$ cat src/design/odc_pkg.sv
// package: register map, field layout and default codes of the offset code control
//------------------------------------------------------------------------------
// Behaviour
// RULE_01: two independent 12-bit offset codes, group A and group B.
// RULE_02: larger code moves group outputs more negative; offset code drives the shift.
// RULE_03: on reset each code takes the default for data format and gain.
// RULE_04: a gain change overwrites both codes with the new gain default.
// RULE_05: straight binary defaults 99Ah for gain six, AABh for gain four, trim +-1.
// RULE_06: zero negative rail powers down both offset converters, outputs high impedance; the code clears power-down while RESET is high.
// RULE_07: software should keep default codes for best symmetric bipolar accuracy.
// RULE_08: code is straight binary with format select low, twos complement when high.
// RULE_09: gain for default selection comes from the configuration gain bit.
// RULE_10: reads return the applied code, in the format it was written; the code converts it with the format select in force at the read.
//------------------------------------------------------------------------------
package odc_pkg;
    localparam int          CODE_W         = 12;
    localparam logic [11:0] OFS_A_ADDR     = 12'h000;
    localparam logic [11:0] OFS_B_ADDR     = 12'h004;
    localparam logic [11:0] CONFIG_ADDR    = 12'h008;
    localparam logic [11:0] STATUS_ADDR    = 12'h00C;
    localparam logic [11:0] TRIM_ADDR      = 12'h010;
    localparam int          CFG_GAIN_BIT   = 0;
    localparam logic        CFG_GAIN_RST   = 1'b1;
    localparam logic [11:0] DEF_GAIN6_SB   = 12'h99A;
    localparam logic [11:0] DEF_GAIN4_SB   = 12'hAAB;
    localparam logic [11:0] FMT_FLIP       = 12'h800;
    localparam logic [1:0]  TRIM_RST       = 2'h0;
    localparam int          ST_GAIN_BIT    = 0;
    localparam int          ST_FMT_BIT     = 1;
    localparam int          ST_SINGLE_BIT  = 2;
    localparam int          ST_PD_BIT      = 3;
endpackage

$ cat src/design/odc_code_reg.sv
// one offset code holder with default reload and format conversion
`timescale 1ns/1ps
module odc_code_reg
    import odc_pkg::*;
(
    input  wire logic              clk,       // system clock
    input  wire logic              rst,       // synchronous reset, high
    input  wire logic              load_def,  // reload the default code
    input  wire logic              gain6,     // 1 = gain six
    input  wire logic              fmt_btc,   // 1 = twos complement format
    input  wire logic [1:0]        trim,      // factory trim: 0 none, 1 +1, 2 -1
    input  wire logic              wr,        // software write
    input  wire logic [CODE_W-1:0] wdata,     // written code, in the active format
    output logic      [CODE_W-1:0] code_sb,   // applied code, straight binary
    output logic      [CODE_W-1:0] code_rd    // code in the active format
);
    logic [CODE_W-1:0] code_r;
    logic [CODE_W-1:0] code_nxt;
    logic [CODE_W-1:0] def_sb;

    always_comb begin
        def_sb = gain6 ? DEF_GAIN6_SB : DEF_GAIN4_SB; // RULE_05
        if (trim == 2'h1) begin
            def_sb = def_sb + 12'h001;
        end else if (trim == 2'h2) begin
            def_sb = def_sb - 12'h001;
        end
        code_nxt = code_r;
        if (rst || load_def) begin
            code_nxt = def_sb; // RULE_03 RULE_04
        end else if (wr) begin
            code_nxt = fmt_btc ? (wdata ^ FMT_FLIP) : wdata; // RULE_08
        end
    end

    always_ff @(posedge clk) begin
        code_r <= code_nxt;
    end

    assign code_sb = code_r;
    assign code_rd = fmt_btc ? (code_r ^ FMT_FLIP) : code_r; // RULE_10
endmodule

$ cat src/design/odc_top.sv
// offset code control: APB registers, two group offset codes, power-down
`timescale 1ns/1ps
module odc_top
    import odc_pkg::*;
(
    input  wire logic        CLK_SYS,     // 40 MHz system clock
    input  wire logic        RESET,       // synchronous reset, high
    input  wire logic        PSEL,        // apb select
    input  wire logic        PENABLE,     // apb enable
    input  wire logic        PWRITE,      // apb direction
    input  wire logic [11:0] PADDR,       // apb byte address
    input  wire logic [31:0] PWDATA,      // apb write data
    output logic      [31:0] PRDATA,      // apb read data
    output logic             PREADY,      // apb ready
    output logic             PSLVERR,     // apb error
    input  wire logic        DATA_FORMAT_SELECT, // pin: 0 straight binary, 1 twos compl.
    input  wire logic        SINGLE_SUPPLY,      // pin: negative rail is zero
    output logic      [11:0] OFS_CODE_A,  // applied code group A, straight binary
    output logic      [11:0] OFS_CODE_B,  // applied code group B, straight binary
    output logic             OFS_PD_A,    // group A offset converter powered down
    output logic             OFS_PD_B,    // group B offset converter powered down
    output logic             OFS_HIZ_A,   // group A amplifier high impedance
    output logic             OFS_HIZ_B    // group B amplifier high impedance
);
    //--------------------------------------------------------------------------
    // pin synchronisers
    //--------------------------------------------------------------------------
    logic [1:0] fmt_sync_r;
    logic [1:0] fmt_sync_nxt;
    logic [1:0] ss_sync_r;
    logic [1:0] ss_sync_nxt;
    logic       fmt_btc;
    logic       single;

    always_comb begin
        fmt_sync_nxt = {fmt_sync_r[0], DATA_FORMAT_SELECT};
        ss_sync_nxt  = {ss_sync_r[0], SINGLE_SUPPLY};
    end

    always_ff @(posedge CLK_SYS) begin
        fmt_sync_r <= fmt_sync_nxt;
        ss_sync_r  <= ss_sync_nxt;
    end

    assign fmt_btc = fmt_sync_r[1];
    assign single  = ss_sync_r[1];

    //--------------------------------------------------------------------------
    // apb slave and configuration
    //--------------------------------------------------------------------------
    logic        gain6_r;
    logic        gain6_nxt;
    logic [1:0]  trim_a_r;
    logic [1:0]  trim_a_nxt;
    logic [1:0]  trim_b_r;
    logic [1:0]  trim_b_nxt;
    logic [31:0] prdata_r;
    logic [31:0] prdata_nxt;
    logic        pready_r;
    logic        pready_nxt;
    logic        pslverr_r;
    logic        pslverr_nxt;
    logic        pd_r;
    logic        pd_nxt;
    logic        acc;
    logic        wr_a;
    logic        wr_b;
    logic        gain_chg;
    logic [11:0] code_a_sb;
    logic [11:0] code_b_sb;
    logic [11:0] code_a_rd;
    logic [11:0] code_b_rd;

    // address decode, one hit per mapped register
    logic        hit_a;
    logic        hit_b;
    logic        hit_cfg;
    logic        hit_st;
    logic        hit_trim;
    logic        hit_none;

    always_comb begin
        hit_a    = 1'b0;
        hit_b    = 1'b0;
        hit_cfg  = 1'b0;
        hit_st   = 1'b0;
        hit_trim = 1'b0;
        hit_none = 1'b0;
        if (PADDR == OFS_A_ADDR) begin
            hit_a = 1'b1;
        end else if (PADDR == OFS_B_ADDR) begin
            hit_b = 1'b1;
        end else if (PADDR == CONFIG_ADDR) begin
            hit_cfg = 1'b1;
        end else if (PADDR == STATUS_ADDR) begin
            hit_st = 1'b1;
        end else if (PADDR == TRIM_ADDR) begin
            hit_trim = 1'b1;
        end else begin
            hit_none = 1'b1;
        end
    end

    // one wait state: answer on the second access cycle
    assign acc  = PSEL && PENABLE && pready_r;
    assign wr_a = acc && PWRITE && hit_a;
    assign wr_b = acc && PWRITE && hit_b;

    always_comb begin
        gain6_nxt   = gain6_r;
        trim_a_nxt  = trim_a_r;
        trim_b_nxt  = trim_b_r;
        prdata_nxt  = 32'h0000_0000;
        pready_nxt  = PSEL && PENABLE && !pready_r;
        pslverr_nxt = 1'b0;
        gain_chg    = 1'b0;
        if (PSEL && PENABLE && !pready_r) begin
            if (hit_a) begin
                prdata_nxt = {20'h00000, code_a_rd}; // RULE_10
            end else if (hit_b) begin
                prdata_nxt = {20'h00000, code_b_rd}; // RULE_10
            end else if (hit_cfg) begin
                prdata_nxt[CFG_GAIN_BIT] = gain6_r;
            end else if (hit_st) begin
                prdata_nxt[ST_GAIN_BIT]   = gain6_r;
                prdata_nxt[ST_FMT_BIT]    = fmt_btc;
                prdata_nxt[ST_SINGLE_BIT] = single;
                prdata_nxt[ST_PD_BIT]     = pd_r;
            end else if (hit_trim) begin
                prdata_nxt = {28'h0000000, trim_b_r, trim_a_r};
            end else if (hit_none) begin
                pslverr_nxt = 1'b1;
            end
            // status is read only
            if (PWRITE && hit_st) begin
                pslverr_nxt = 1'b1;
            end
        end
        if (acc && PWRITE) begin
            if (hit_cfg) begin
                gain6_nxt = PWDATA[CFG_GAIN_BIT]; // RULE_09
                gain_chg  = (PWDATA[CFG_GAIN_BIT] != gain6_r); // RULE_04
            end else if (hit_trim) begin
                trim_a_nxt = PWDATA[1:0];
                trim_b_nxt = PWDATA[3:2];
            end
        end
        if (RESET) begin
            gain6_nxt   = CFG_GAIN_RST;
            trim_a_nxt  = TRIM_RST;
            trim_b_nxt  = TRIM_RST;
            prdata_nxt  = 32'h0000_0000;
            pready_nxt  = 1'b0;
            pslverr_nxt = 1'b0;
        end
        pd_nxt = RESET ? 1'b0 : single; // RULE_06
    end

    always_ff @(posedge CLK_SYS) begin
        gain6_r   <= gain6_nxt;
        trim_a_r  <= trim_a_nxt;
        trim_b_r  <= trim_b_nxt;
        prdata_r  <= prdata_nxt;
        pready_r  <= pready_nxt;
        pslverr_r <= pslverr_nxt;
        pd_r      <= pd_nxt;
    end

    //--------------------------------------------------------------------------
    // group offset codes
    //--------------------------------------------------------------------------
    // the new gain is used by the reload on the edge after the config write
    logic gain_chg_r;
    logic gain_chg_nxt;

    always_comb begin
        gain_chg_nxt = RESET ? 1'b0 : gain_chg;
    end

    always_ff @(posedge CLK_SYS) begin
        gain_chg_r <= gain_chg_nxt;
    end

    odc_code_reg u_code_a ( // RULE_01
        .clk      (CLK_SYS),
        .rst      (RESET),
        .load_def (gain_chg_r),
        .gain6    (gain6_r),
        .fmt_btc  (fmt_btc),
        .trim     (trim_a_r),
        .wr       (wr_a && !gain_chg_r),
        .wdata    (PWDATA[11:0]),
        .code_sb  (code_a_sb),
        .code_rd  (code_a_rd)
    );

    odc_code_reg u_code_b ( // RULE_01
        .clk      (CLK_SYS),
        .rst      (RESET),
        .load_def (gain_chg_r),
        .gain6    (gain6_r),
        .fmt_btc  (fmt_btc),
        .trim     (trim_b_r),
        .wr       (wr_b && !gain_chg_r),
        .wdata    (PWDATA[11:0]),
        .code_sb  (code_b_sb),
        .code_rd  (code_b_rd)
    );

    //--------------------------------------------------------------------------
    // registered outputs
    //--------------------------------------------------------------------------
    logic [11:0] out_a_r;
    logic [11:0] out_b_r;
    logic [11:0] out_a_nxt;
    logic [11:0] out_b_nxt;

    always_comb begin
        out_a_nxt = code_a_sb; // RULE_02
        out_b_nxt = code_b_sb; // RULE_02
    end

    always_ff @(posedge CLK_SYS) begin
        out_a_r <= out_a_nxt;
        out_b_r <= out_b_nxt;
    end

    assign PRDATA     = prdata_r;
    assign PREADY     = pready_r;
    assign PSLVERR    = pslverr_r;
    assign OFS_CODE_A = out_a_r;
    assign OFS_CODE_B = out_b_r;
    assign OFS_PD_A   = pd_r; // RULE_06
    assign OFS_PD_B   = pd_r;
    assign OFS_HIZ_A  = pd_r;
    assign OFS_HIZ_B  = pd_r;
endmodule

$ cat config.mk
export PLATFORM = sky130hd
export DESIGN_NAME = odc_top
export DESIGN_NICKNAME = d
export VERILOG_FILES = /design/src/design/odc_pkg.sv /design/src/design/odc_code_reg.sv /design/src/design/odc_top.sv
export SDC_FILE = /design/constraint.sdc
export NUM_CORES = 1
export LEC_CHECK = 0
export BUFFER_PORTS_ARGS = -buffer_cell sky130_fd_sc_hd__buf_2
export CAP_MARGIN = 30
export CORE_MARGIN = 2
export CORE_UTILIZATION = 40
export DETAILED_ROUTE_END_ITERATION = 6
export PLACE_DENSITY_LB_ADDON = 0.15
export SLEW_MARGIN = 20
export SYNTH_ARGS = -nofsm -noshare
export SYNTH_HDL_FRONTEND = slang
export SYNTH_SLANG_ARGS = --single-unit
$ cat constraint.sdc
create_clock -name CLK_SYS -period 2.6 [get_ports CLK_SYS]
set_clock_uncertainty 0.2 [all_clocks]
set_input_delay 0 -clock CLK_SYS [delete_from_list [all_inputs] [get_ports CLK_SYS]]
set_output_delay 0 -clock CLK_SYS [all_outputs]
set_load 0.01 [all_outputs]
* Word-level counts from Yosys, hierarchy flattened *
Index checks and enable logic that the tools add are counted.

storage, ports and cells
  bits in registers = 93
  latch bits = 0
  RAM bits = 0
  ROM bits = 0
  logic and storage cells = 97
  memories kept = 0

cells by class
  $add $sub $neg = 2
  multipliers = 0
  div/mod/pow operators = 0
  magnitude comparators = 0
  equality and inequality tests = 9
  shifts and indexed selects = 0
  multiplexer cells = 45
  bitwise operators = 6
  reduce and logical (&&, ||, !) cells = 20

operator list
  kind                     count
  $mux W12                 13
  $mux W1                  28
  $eq A12 B4 Y1 const B    2
  $add A12 B1 Y12 const B  1
  $eq A12 B3 Y1 const B    1
  $eq A12 B5 Y1 const B    1
  $logic_not A12 Y1        1
  $sub A12 B1 Y12 const B  1
  $mux W10                 1
  $logic_and A1 B1 Y1      9
  $mux W4                  2
  $not A1 Y1               6
  $reduce_or A6 Y1         1
  $eq A2 B1 Y1 const B     2
  $eq A2 B2 Y1 const B     2
  $reduce_bool A2 Y1       2
  $mux W3                  1
  $reduce_and A3 Y1        1
  $reduce_or A3 Y1         1
  $logic_not A1 Y1         2
  $reduce_and A2 Y1        1
  $reduce_or A2 Y1         1
  $logic_or A1 B1 Y1       1
  $ne A1 B1 Y1             1

* Depth between registers and ports, before layout *
Gate-level depths: netlist (run 1).

  depth after elaboration = 13
  mapped depth = 5

* By module *
From an unflattened synthesis (run 1), not the netlist that was laid out.

unflattened totals
  cells, all modules = 263
  area, all modules = 2,992.9 sq um

by module, submodules not included
  module        instances  cells an instance  area an instance (sq um)  seq. area each (sq um)
  odc_top       1          161                1,724.2                   980.9
  odc_code_reg  2          51                 634.4                     360.3

* Worst setup path before layout (run 1) *
Ideal clock, no wire load.

  path kind = register -> register
  start = register pready_r, in the netlist PREADY
  end = register u_code_a.code_r[0], in the netlist u_code_a.code_sb[0] (enable)
  setup time = 0.400 ns
  arrival time = 1.734 ns
  slack = 0.266 ns
  stages on the path, launching flop included = 4
  path buffers = 0
  path through = dfxtp_1 and4_1 nand2_1 o31ai_1

between the ends
  longest elaborated chain between the ends = 5

RTL lines
  element                            RTL line            source
  from (decl)                        odc_top.sv:59       logic pready_r;
  from (signal assigned)             odc_top.sv:164      pready_r <= pready_nxt;
  $logic_and A1 B1 Y1                odc_top.sv:105      assign acc = PSEL && PENABLE && pready_r;
  $logic_and A1 B1 Y1 (2 in series)  odc_top.sv:106      assign wr_a = acc && PWRITE && hit_a;
  $logic_and A1 B1 Y1                odc_top.sv:191      .wr (wr_a && !gain_chg_r),
  $reduce_bool A2 Y1 (no line)       --
  to (signal assigned)               odc_code_reg.sv:37  code_r <= code_nxt;
  to (decl)                          odc_code_reg.sv:17  logic [CODE_W-1:0] code_r;

Every way passes these cells.
A chain may end at the register's enable or synchronous reset.

* Worst setup path in the final report (run 1) *
  start = input port PADDR[4]
  end = register gain6_r

between the ends
  longest elaborated chain between the ends = 5
  elaborated cells between the ends (all ways) = 7
  classes of those cells = 2 x eq/ne; 3 x mux; 2 x reduce/logical

RTL lines
  element                          RTL line        source
  from (decl)                      odc_top.sv:11   input wire logic [11:0] PADDR,
  $eq A12 B4 Y1                    odc_top.sv:93   end else if (PADDR == CONFIG_ADDR) begin
  $mux W1                          odc_top.sv:93
  $mux W1                          odc_top.sv:91   end else if (PADDR == OFS_B_ADDR) begin
  $mux W1 (*)                      odc_top.sv:89   if (PADDR == OFS_A_ADDR) begin
  $reduce_and A2 Y1 (no line) (*)  --
  to (signal assigned)             odc_top.sv:160  gain6_r <= gain6_nxt;
  to (decl)                        odc_top.sv:51   logic gain6_r;

Mark *: on every way between the ends. The rest lies on a longest branch, timed or not.

==> results of run 1 <==
==> worst min-delay path, stage by stage <==
cell and delay, ns:
buf_2 0.27, mux2i_1 0.19, nor2_2 0.07
==> final timing paths <==
kind,start,end,cells after the start
worst max register to register,PREADY,gain6_r,5
worst max-delay path,PADDR[4],gain6_r,8
worst min register to register,fmt_sync_r[0],fmt_sync_r[1],0
worst min-delay path,PADDR[2],PRDATA[7],3
==> synthesized netlist by cell type (3+ instances only) <==
cell type | n | area, sq um
a21oi_1 | 7 | 35.03
buf_4 | 23 | 172.7
clkbuf_1 | 4 | 15.01
dfxtp_1 | 49 | 980.9
edfxtp_1 | 24 | 720.7
mux2i_1 | 10 | 100.1
nand2_1 | 18 | 67.56
nand3_1 | 5 | 25.02
nand4_1 | 3 | 18.77
nor2_1 | 11 | 41.29
nor2_2 | 8 | 50.05
nor2b_1 | 4 | 25.02
nor3_1 | 5 | 25.02
nor4_1 | 4 | 25.02
o21ai_0 | 12 | 60.06
or3_1 | 4 | 25.02
==> timing repair <==
item                       4_1_cts  5_1_grt
setup endpoints to repair        0        5
resized for setup                0        5
hold endpoints to repair        39        0
hold buffers                    38        0
buffers inserted                 0        1
==> logic make-up after synthesis <==
kind of cell | share of synthesized area [%]
flops | 63.85
simple gates | 15.21
buf+inv | 8.263
compound gates | 6.855
mux | 3.756
xor+xnor | 0.9861
fa+ha+maj | 0.9388
other cells | 0.1407
==> through the flow <==
step | setup WS [ns] | hold WS (ns)
global route | 0.0009057 | 0.03138
global placement | 0.7777 | -0.09744
floorplan | 0.2658 | -0.1723
detailed placement | 0.7382 | -0.09641
finish | 0.1080 | 0.03005
CTS | 0.007944 | 0.01029
==> sequential cells by signal, indices dropped and copies added (netlist names) <==
name and cells:
OFS_CODE_A 12, OFS_CODE_B 12, PRDATA 12, u_code_a.code_sb 12, u_code_b.code_sb 12, fmt_sync_r 2
ss_sync_r 2, trim_a_r 2, trim_b_r 2, OFS_HIZ_A 1, PREADY 1, PSLVERR 1
gain6_r 1, gain_chg_r 1
==> routing by layer <==
metal | track usage [%] | up-vias
li1 | - | 969
met1 | 19.05 | 894
met2 | 26.42 | 74
met3 | 4.812 | 6
met4 | 7.792 | 0
met5 | 0 | -
==> final cells by class <==
cell class                 count  area (sq um)
tap                           77         96.34
inverter                       2         7.507
clock buffer                  10         148.9
sequential                    73          1702
clock inverter                 6         40.04
multi-input combinational    138         828.3
timing repair buffer         114         775.7
fill                         560          2788
==> power groups by stage <==
stage	sequential [W]	combinational [W]	clock (W)
after global placement	0.00129	0.000161	0
after detailed placement	0.00129	0.000163	0
after global routing	0.00127	0.000209	0.000907
after floorplan	0.00130	0.0000965	0
after CTS	0.00126	0.000191	0.000852
final	0.00126	0.000192	0.000826
==> flow_summary.yaml, run 1 <==
critical_path:
  cp.arrival_ns: 2.57
  reg2reg_slack_ns: 0.22
  crit_buf_inv: 4
  critPathSlowestCell: "dlygate4sd3_1"
  cpPeakStageDelay_ns: 0.61
  cp_top_family: "buffers and inverters"
  crit_type: "in2reg"
  crit_fanout: 5
  worstPathCellList: "dlygate4sd3_1 > buf_2 > nor4_2 > dlygate4sd3_1 > nand3_2 > nor3_1 > dlygate4sd3_1 > mux2i_1"
  cp-end-kind: "flop"
  crit_top_cell: "dlygate4sd3_1"
  worstPathRequired_ns: 2.67
  start_kind: "input pin"
route:
  drtPass1Iterations: 4
  topRoutingLayerUsed: "met4"
  wl_met2_mm: 2.729
  routed-wl-met3_microns: 391
  wl_mm: 5.622
  drc: 0
  num_vias: 1943
  antenna_left: 0
  wl_per_cell_microns: 13.39
  met1Wirelength_mm: 2.439
  drtIter0Drc: 44
  viasPerCell: 4.626
global_route:
  grt.total_usage_pct: 16.00
  grt_pass1_wl_mm: 8.700
  first_global_vias: 1826
  antenna_found_initial: 0
  grt_overflow: 0
  grt_max_degree: 21
layout:
  antennaDiodeCount: 0
  fin_cells: 420
  layout_common_cells: "71 x buf_2, 49 x dfxtp_1, 37 x dlygate4sd3_1"
  num-nets-final: 391
  mostFrequentLayoutCell: "buf_2"
  post-route-util_pct: 56.35
  stdcell_area_sq_um: 3598
  area_delta_synth_final_pct: 35.02
  drive_above_1_share_pct: 31.49
clock_network:
  clk_pin_slew_worst_paths_ns: 0.08
  clk_path_buf_depth: 2
  cts.sinks: 73
  numCtsBuffers: 9
  clkLatencyLatePin_ns: 0.34
  cts-htree-levels: 3
  cts_tree: "yes"
  clockRootBuffer: "clkbuf_8"
power_and_ir_drop:
  intPower_w: 0.001730
  finalPower_w: 0.002278
  switching_share_pct: 24.07
  comb_power_share_pct: 8.4
  ir_worst_vdd_mv: 0.3413
  p_switching_w: 0.0005484
  pwr_density_cell_nw_per_um2: 633.1
  p_leak_nw: 1.569
  pwr-share-clk_pct: 36.3
  pwr-share-seq_pct: 55.3
sta:
  rsz0062_at_grt: "no"
  hold_viol_final: 0
  relSlewSlack_pct: 64.69
  fmax_mhz: 401.3
  fin_setup_tns_ns: 0
  worst_slew_pin_slew_ns: 0.5297
  min_period_over_period_pct: 95.85
  drv_slew: 0
  setup_viol: 0
  period_needed_ns: 2.492
synth:
  synth_edf_count: 24
  seq_area_frac_synth_pct: 63.85
  ys_types: 40
  synth-main-ff-cell: "dfxtp_1"
  yosysWarnings: 0
  async_flop_share_pct: 0
  synth_area_sq_um: 2665
  avgSynthCellArea_sq_um: 11.84
  ys_ff_latch: 73
  postSynthCellCount: 225
floorplan:
  die_h_microns: 85.63
  initial_utilization_pct: 41.73
  dieArea_sq_um: 7332
  ios: 113
  core-area_sq_um: 6386
  rows: 29
  die_w_microns: 85.63
job:
  max-cap-violations: 0
status:
  status: "completed"
placed_design:
  dpl_cell_area_sq_um: 3008
  dp_hpwl_mm: 3.713
  gp_congestion: 0.8062
  dp_cells: 365
  portBuffers: 72
worst_hold_path:
  hold_class: "in2reg"
Power figures use the tool's default switching activity.
==> run 2, diff against run 1 <==
--- a/config.mk
+++ b/config.mk
@@ -11,6 +11,7 @@
 export CORE_UTILIZATION = 40
 export DETAILED_ROUTE_END_ITERATION = 6
 export PLACE_DENSITY_LB_ADDON = 0.15
+export REMOVE_ABC_BUFFERS = 1
 export SLEW_MARGIN = 20
 export SYNTH_ARGS = -nofsm -noshare
 export SYNTH_HDL_FRONTEND = slang
==> run 2 against run 1 <==
Effect of this change: wire length fell by 1.5%; sequential share of layout area shrank 1.1 points; critical path depth unchanged; sequential cell count is the same; hold slack better by 0.015 ns; global-route usage decreased by 0.96 points; first-iteration DRC count up 80%; cell area increased by 2.4%; sequential power hardly changed; combinational power rose by 3%; non-clock buffer count grew 3.
==> flow_summary.yaml, run 2 (synthesis results as in run 1) <==
floorplan:
  core-area_sq_um: 6386
  ios: 113
  die_h_microns: 85.63
  die_w_microns: 85.63
  rows: 29
  dieArea_sq_um: 7332
  initial_utilization_pct: 41.73
layout:
  antennaDiodeCount: 0
  layout_common_cells: "72 x buf_2, 49 x dfxtp_1, 39 x dlygate4sd3_1"
  drive_above_1_share_pct: 31.79
  mostFrequentLayoutCell: "buf_2"
  area_delta_synth_final_pct: 38.22
  num-nets-final: 394
critical_path:
  reg2reg_slack_ns: 0.21
  start_kind: "input pin"
  worstPathRequired_ns: 2.67
  worstPathCellList: "dlygate4sd3_1 > buf_2 > nor3b_2 > and4_4 > nand3_1 > dlygate4sd3_1 > a21oi_1 > dlygate4sd3_1"
  cp-end-kind: "flop"
  crit_fanout: 8
  crit_type: "in2reg"
  critPathSlowestCell: "dlygate4sd3_1"
  crit_top_cell: "dlygate4sd3_1"
  cp.arrival_ns: 2.61
  cpPeakStageDelay_ns: 0.56
route:
  wl_met2_mm: 2.673
  wl_per_cell_microns: 13.09
  routed-wl-met3_microns: 424
  drtPass1Iterations: 4
  met1Wirelength_mm: 2.420
  topRoutingLayerUsed: "met4"
  wl_mm: 5.535
  drtIter0Drc: 79
  num_vias: 1992
  viasPerCell: 4.709
  drc: 0
  antenna_left: 0
sta:
  min_period_over_period_pct: 97.53
  drv_slew: 0
  fmax_mhz: 394.4
  hold_viol_final: 0
  fin_setup_tns_ns: 0
  setup_viol: 0
  setup_slack_ns: 0.06422
  hold_ws_ns: 0.04476
  period_needed_ns: 2.536
  rsz0062_at_grt: "no"
job:
  max-cap-violations: 0
power_and_ir_drop:
  ir_worst_vdd_mv: 0.5213
  pwr_density_cell_nw_per_um2: 659.6
  p_leak_nw: 1.611
placed_design:
  dp_hpwl_mm: 3.702
  portBuffers: 72
  gp_congestion: 0.8046
  place_ws_ns: 0.6215
clock_network:
  cts-htree-levels: 3
  clk_pin_slew_worst_paths_ns: 0.08
  cts_tree: "yes"
  clk_path_buf_depth: 2
  cts.sinks: 73
  numCtsBuffers: 9
  clkLatencyLatePin_ns: 0.33
  clockRootBuffer: "clkbuf_8"
status:
  status: "completed"
global_route:
  grt_overflow: 0
  grt_max_degree: 15
  antenna_found_initial: 0
  grt_pass1_wl_mm: 8.300
  first_global_vias: 1734
  grt.total_usage_pct: 15.05
worst_hold_path:
  hold_class: "in2reg"
==> run 2: where the power goes <==
group / switching, W / total, W / internal, W
clock network: 0.000423 / 0.000974 / 0.000551
registers: 0.0000213 / 0.00126 / 0.00124
logic: 0.000107 / 0.000197 / 0.0000899
==> run 2: final timing paths <==
path | endpoint | cells after the start | startpoint
worst max-delay path | trim_b_r[1] | 8 | PADDR[2]
worst min-delay path | trim_a_r[0] | 5 | PADDR[9]
worst max register to register | gain6_r | 5 | PREADY
worst min register to register | ss_sync_r[1] | 0 | ss_sync_r[0]
==> run 2: repair_timing <==
item,in CTS,in global routing
gates resized for setup,0,5
hold buffers,38,1
endpoints found under the setup margin,0,7
endpoints found under the hold margin,45,1
buffers inserted,0,2
==> run 2: worst max-delay path: cells and delay by family <==
family / cells / cell delay [ns]
AOI/OAI and AO/OA: 1 / 0.13
and+or+nand+nor: 3 / 0.62
buffers and inverters: 4 / 1.85
==> run 2: area by class of cell <==
cell class | instances | area [sq um]
Fill cell | 557 | 2703
Sequential cell | 73 | 1702
Multi-Input combinational cell | 138 | 847.1
Timing Repair Buffer | 117 | 795.8
Clock buffer | 13 | 212.7
Tap cell | 77 | 96.34
Clock inverter | 3 | 22.52
Inverter | 2 | 7.507
==> run 2: per-layer routing <==
metal  global-route usage, %  up-vias
li1                        -      977
met1                   19.07      926
met2                   24.01       85
met3                   6.449        4
met4                   3.463        0
met5                       0        -
==> run 2: metrics by stage <==
| stage | utilization, % | total power [W] | std cells | area, sq um |
|---|---|---|---|---|
| finish | 57.68 | 0.002430 | 423 | 3684 |
| global route | 57.68 | 0.002532 | 423 | 3684 |
| CTS | 56.86 | 0.002454 | 420 | 3631 |
| detailed placement | 47.22 | 0.001451 | 366 | 3015 |
| global placement | 47.22 | 0.001449 | 366 | 3015 |
| floorplan | - | 0.001359 | 213 | 2524 |
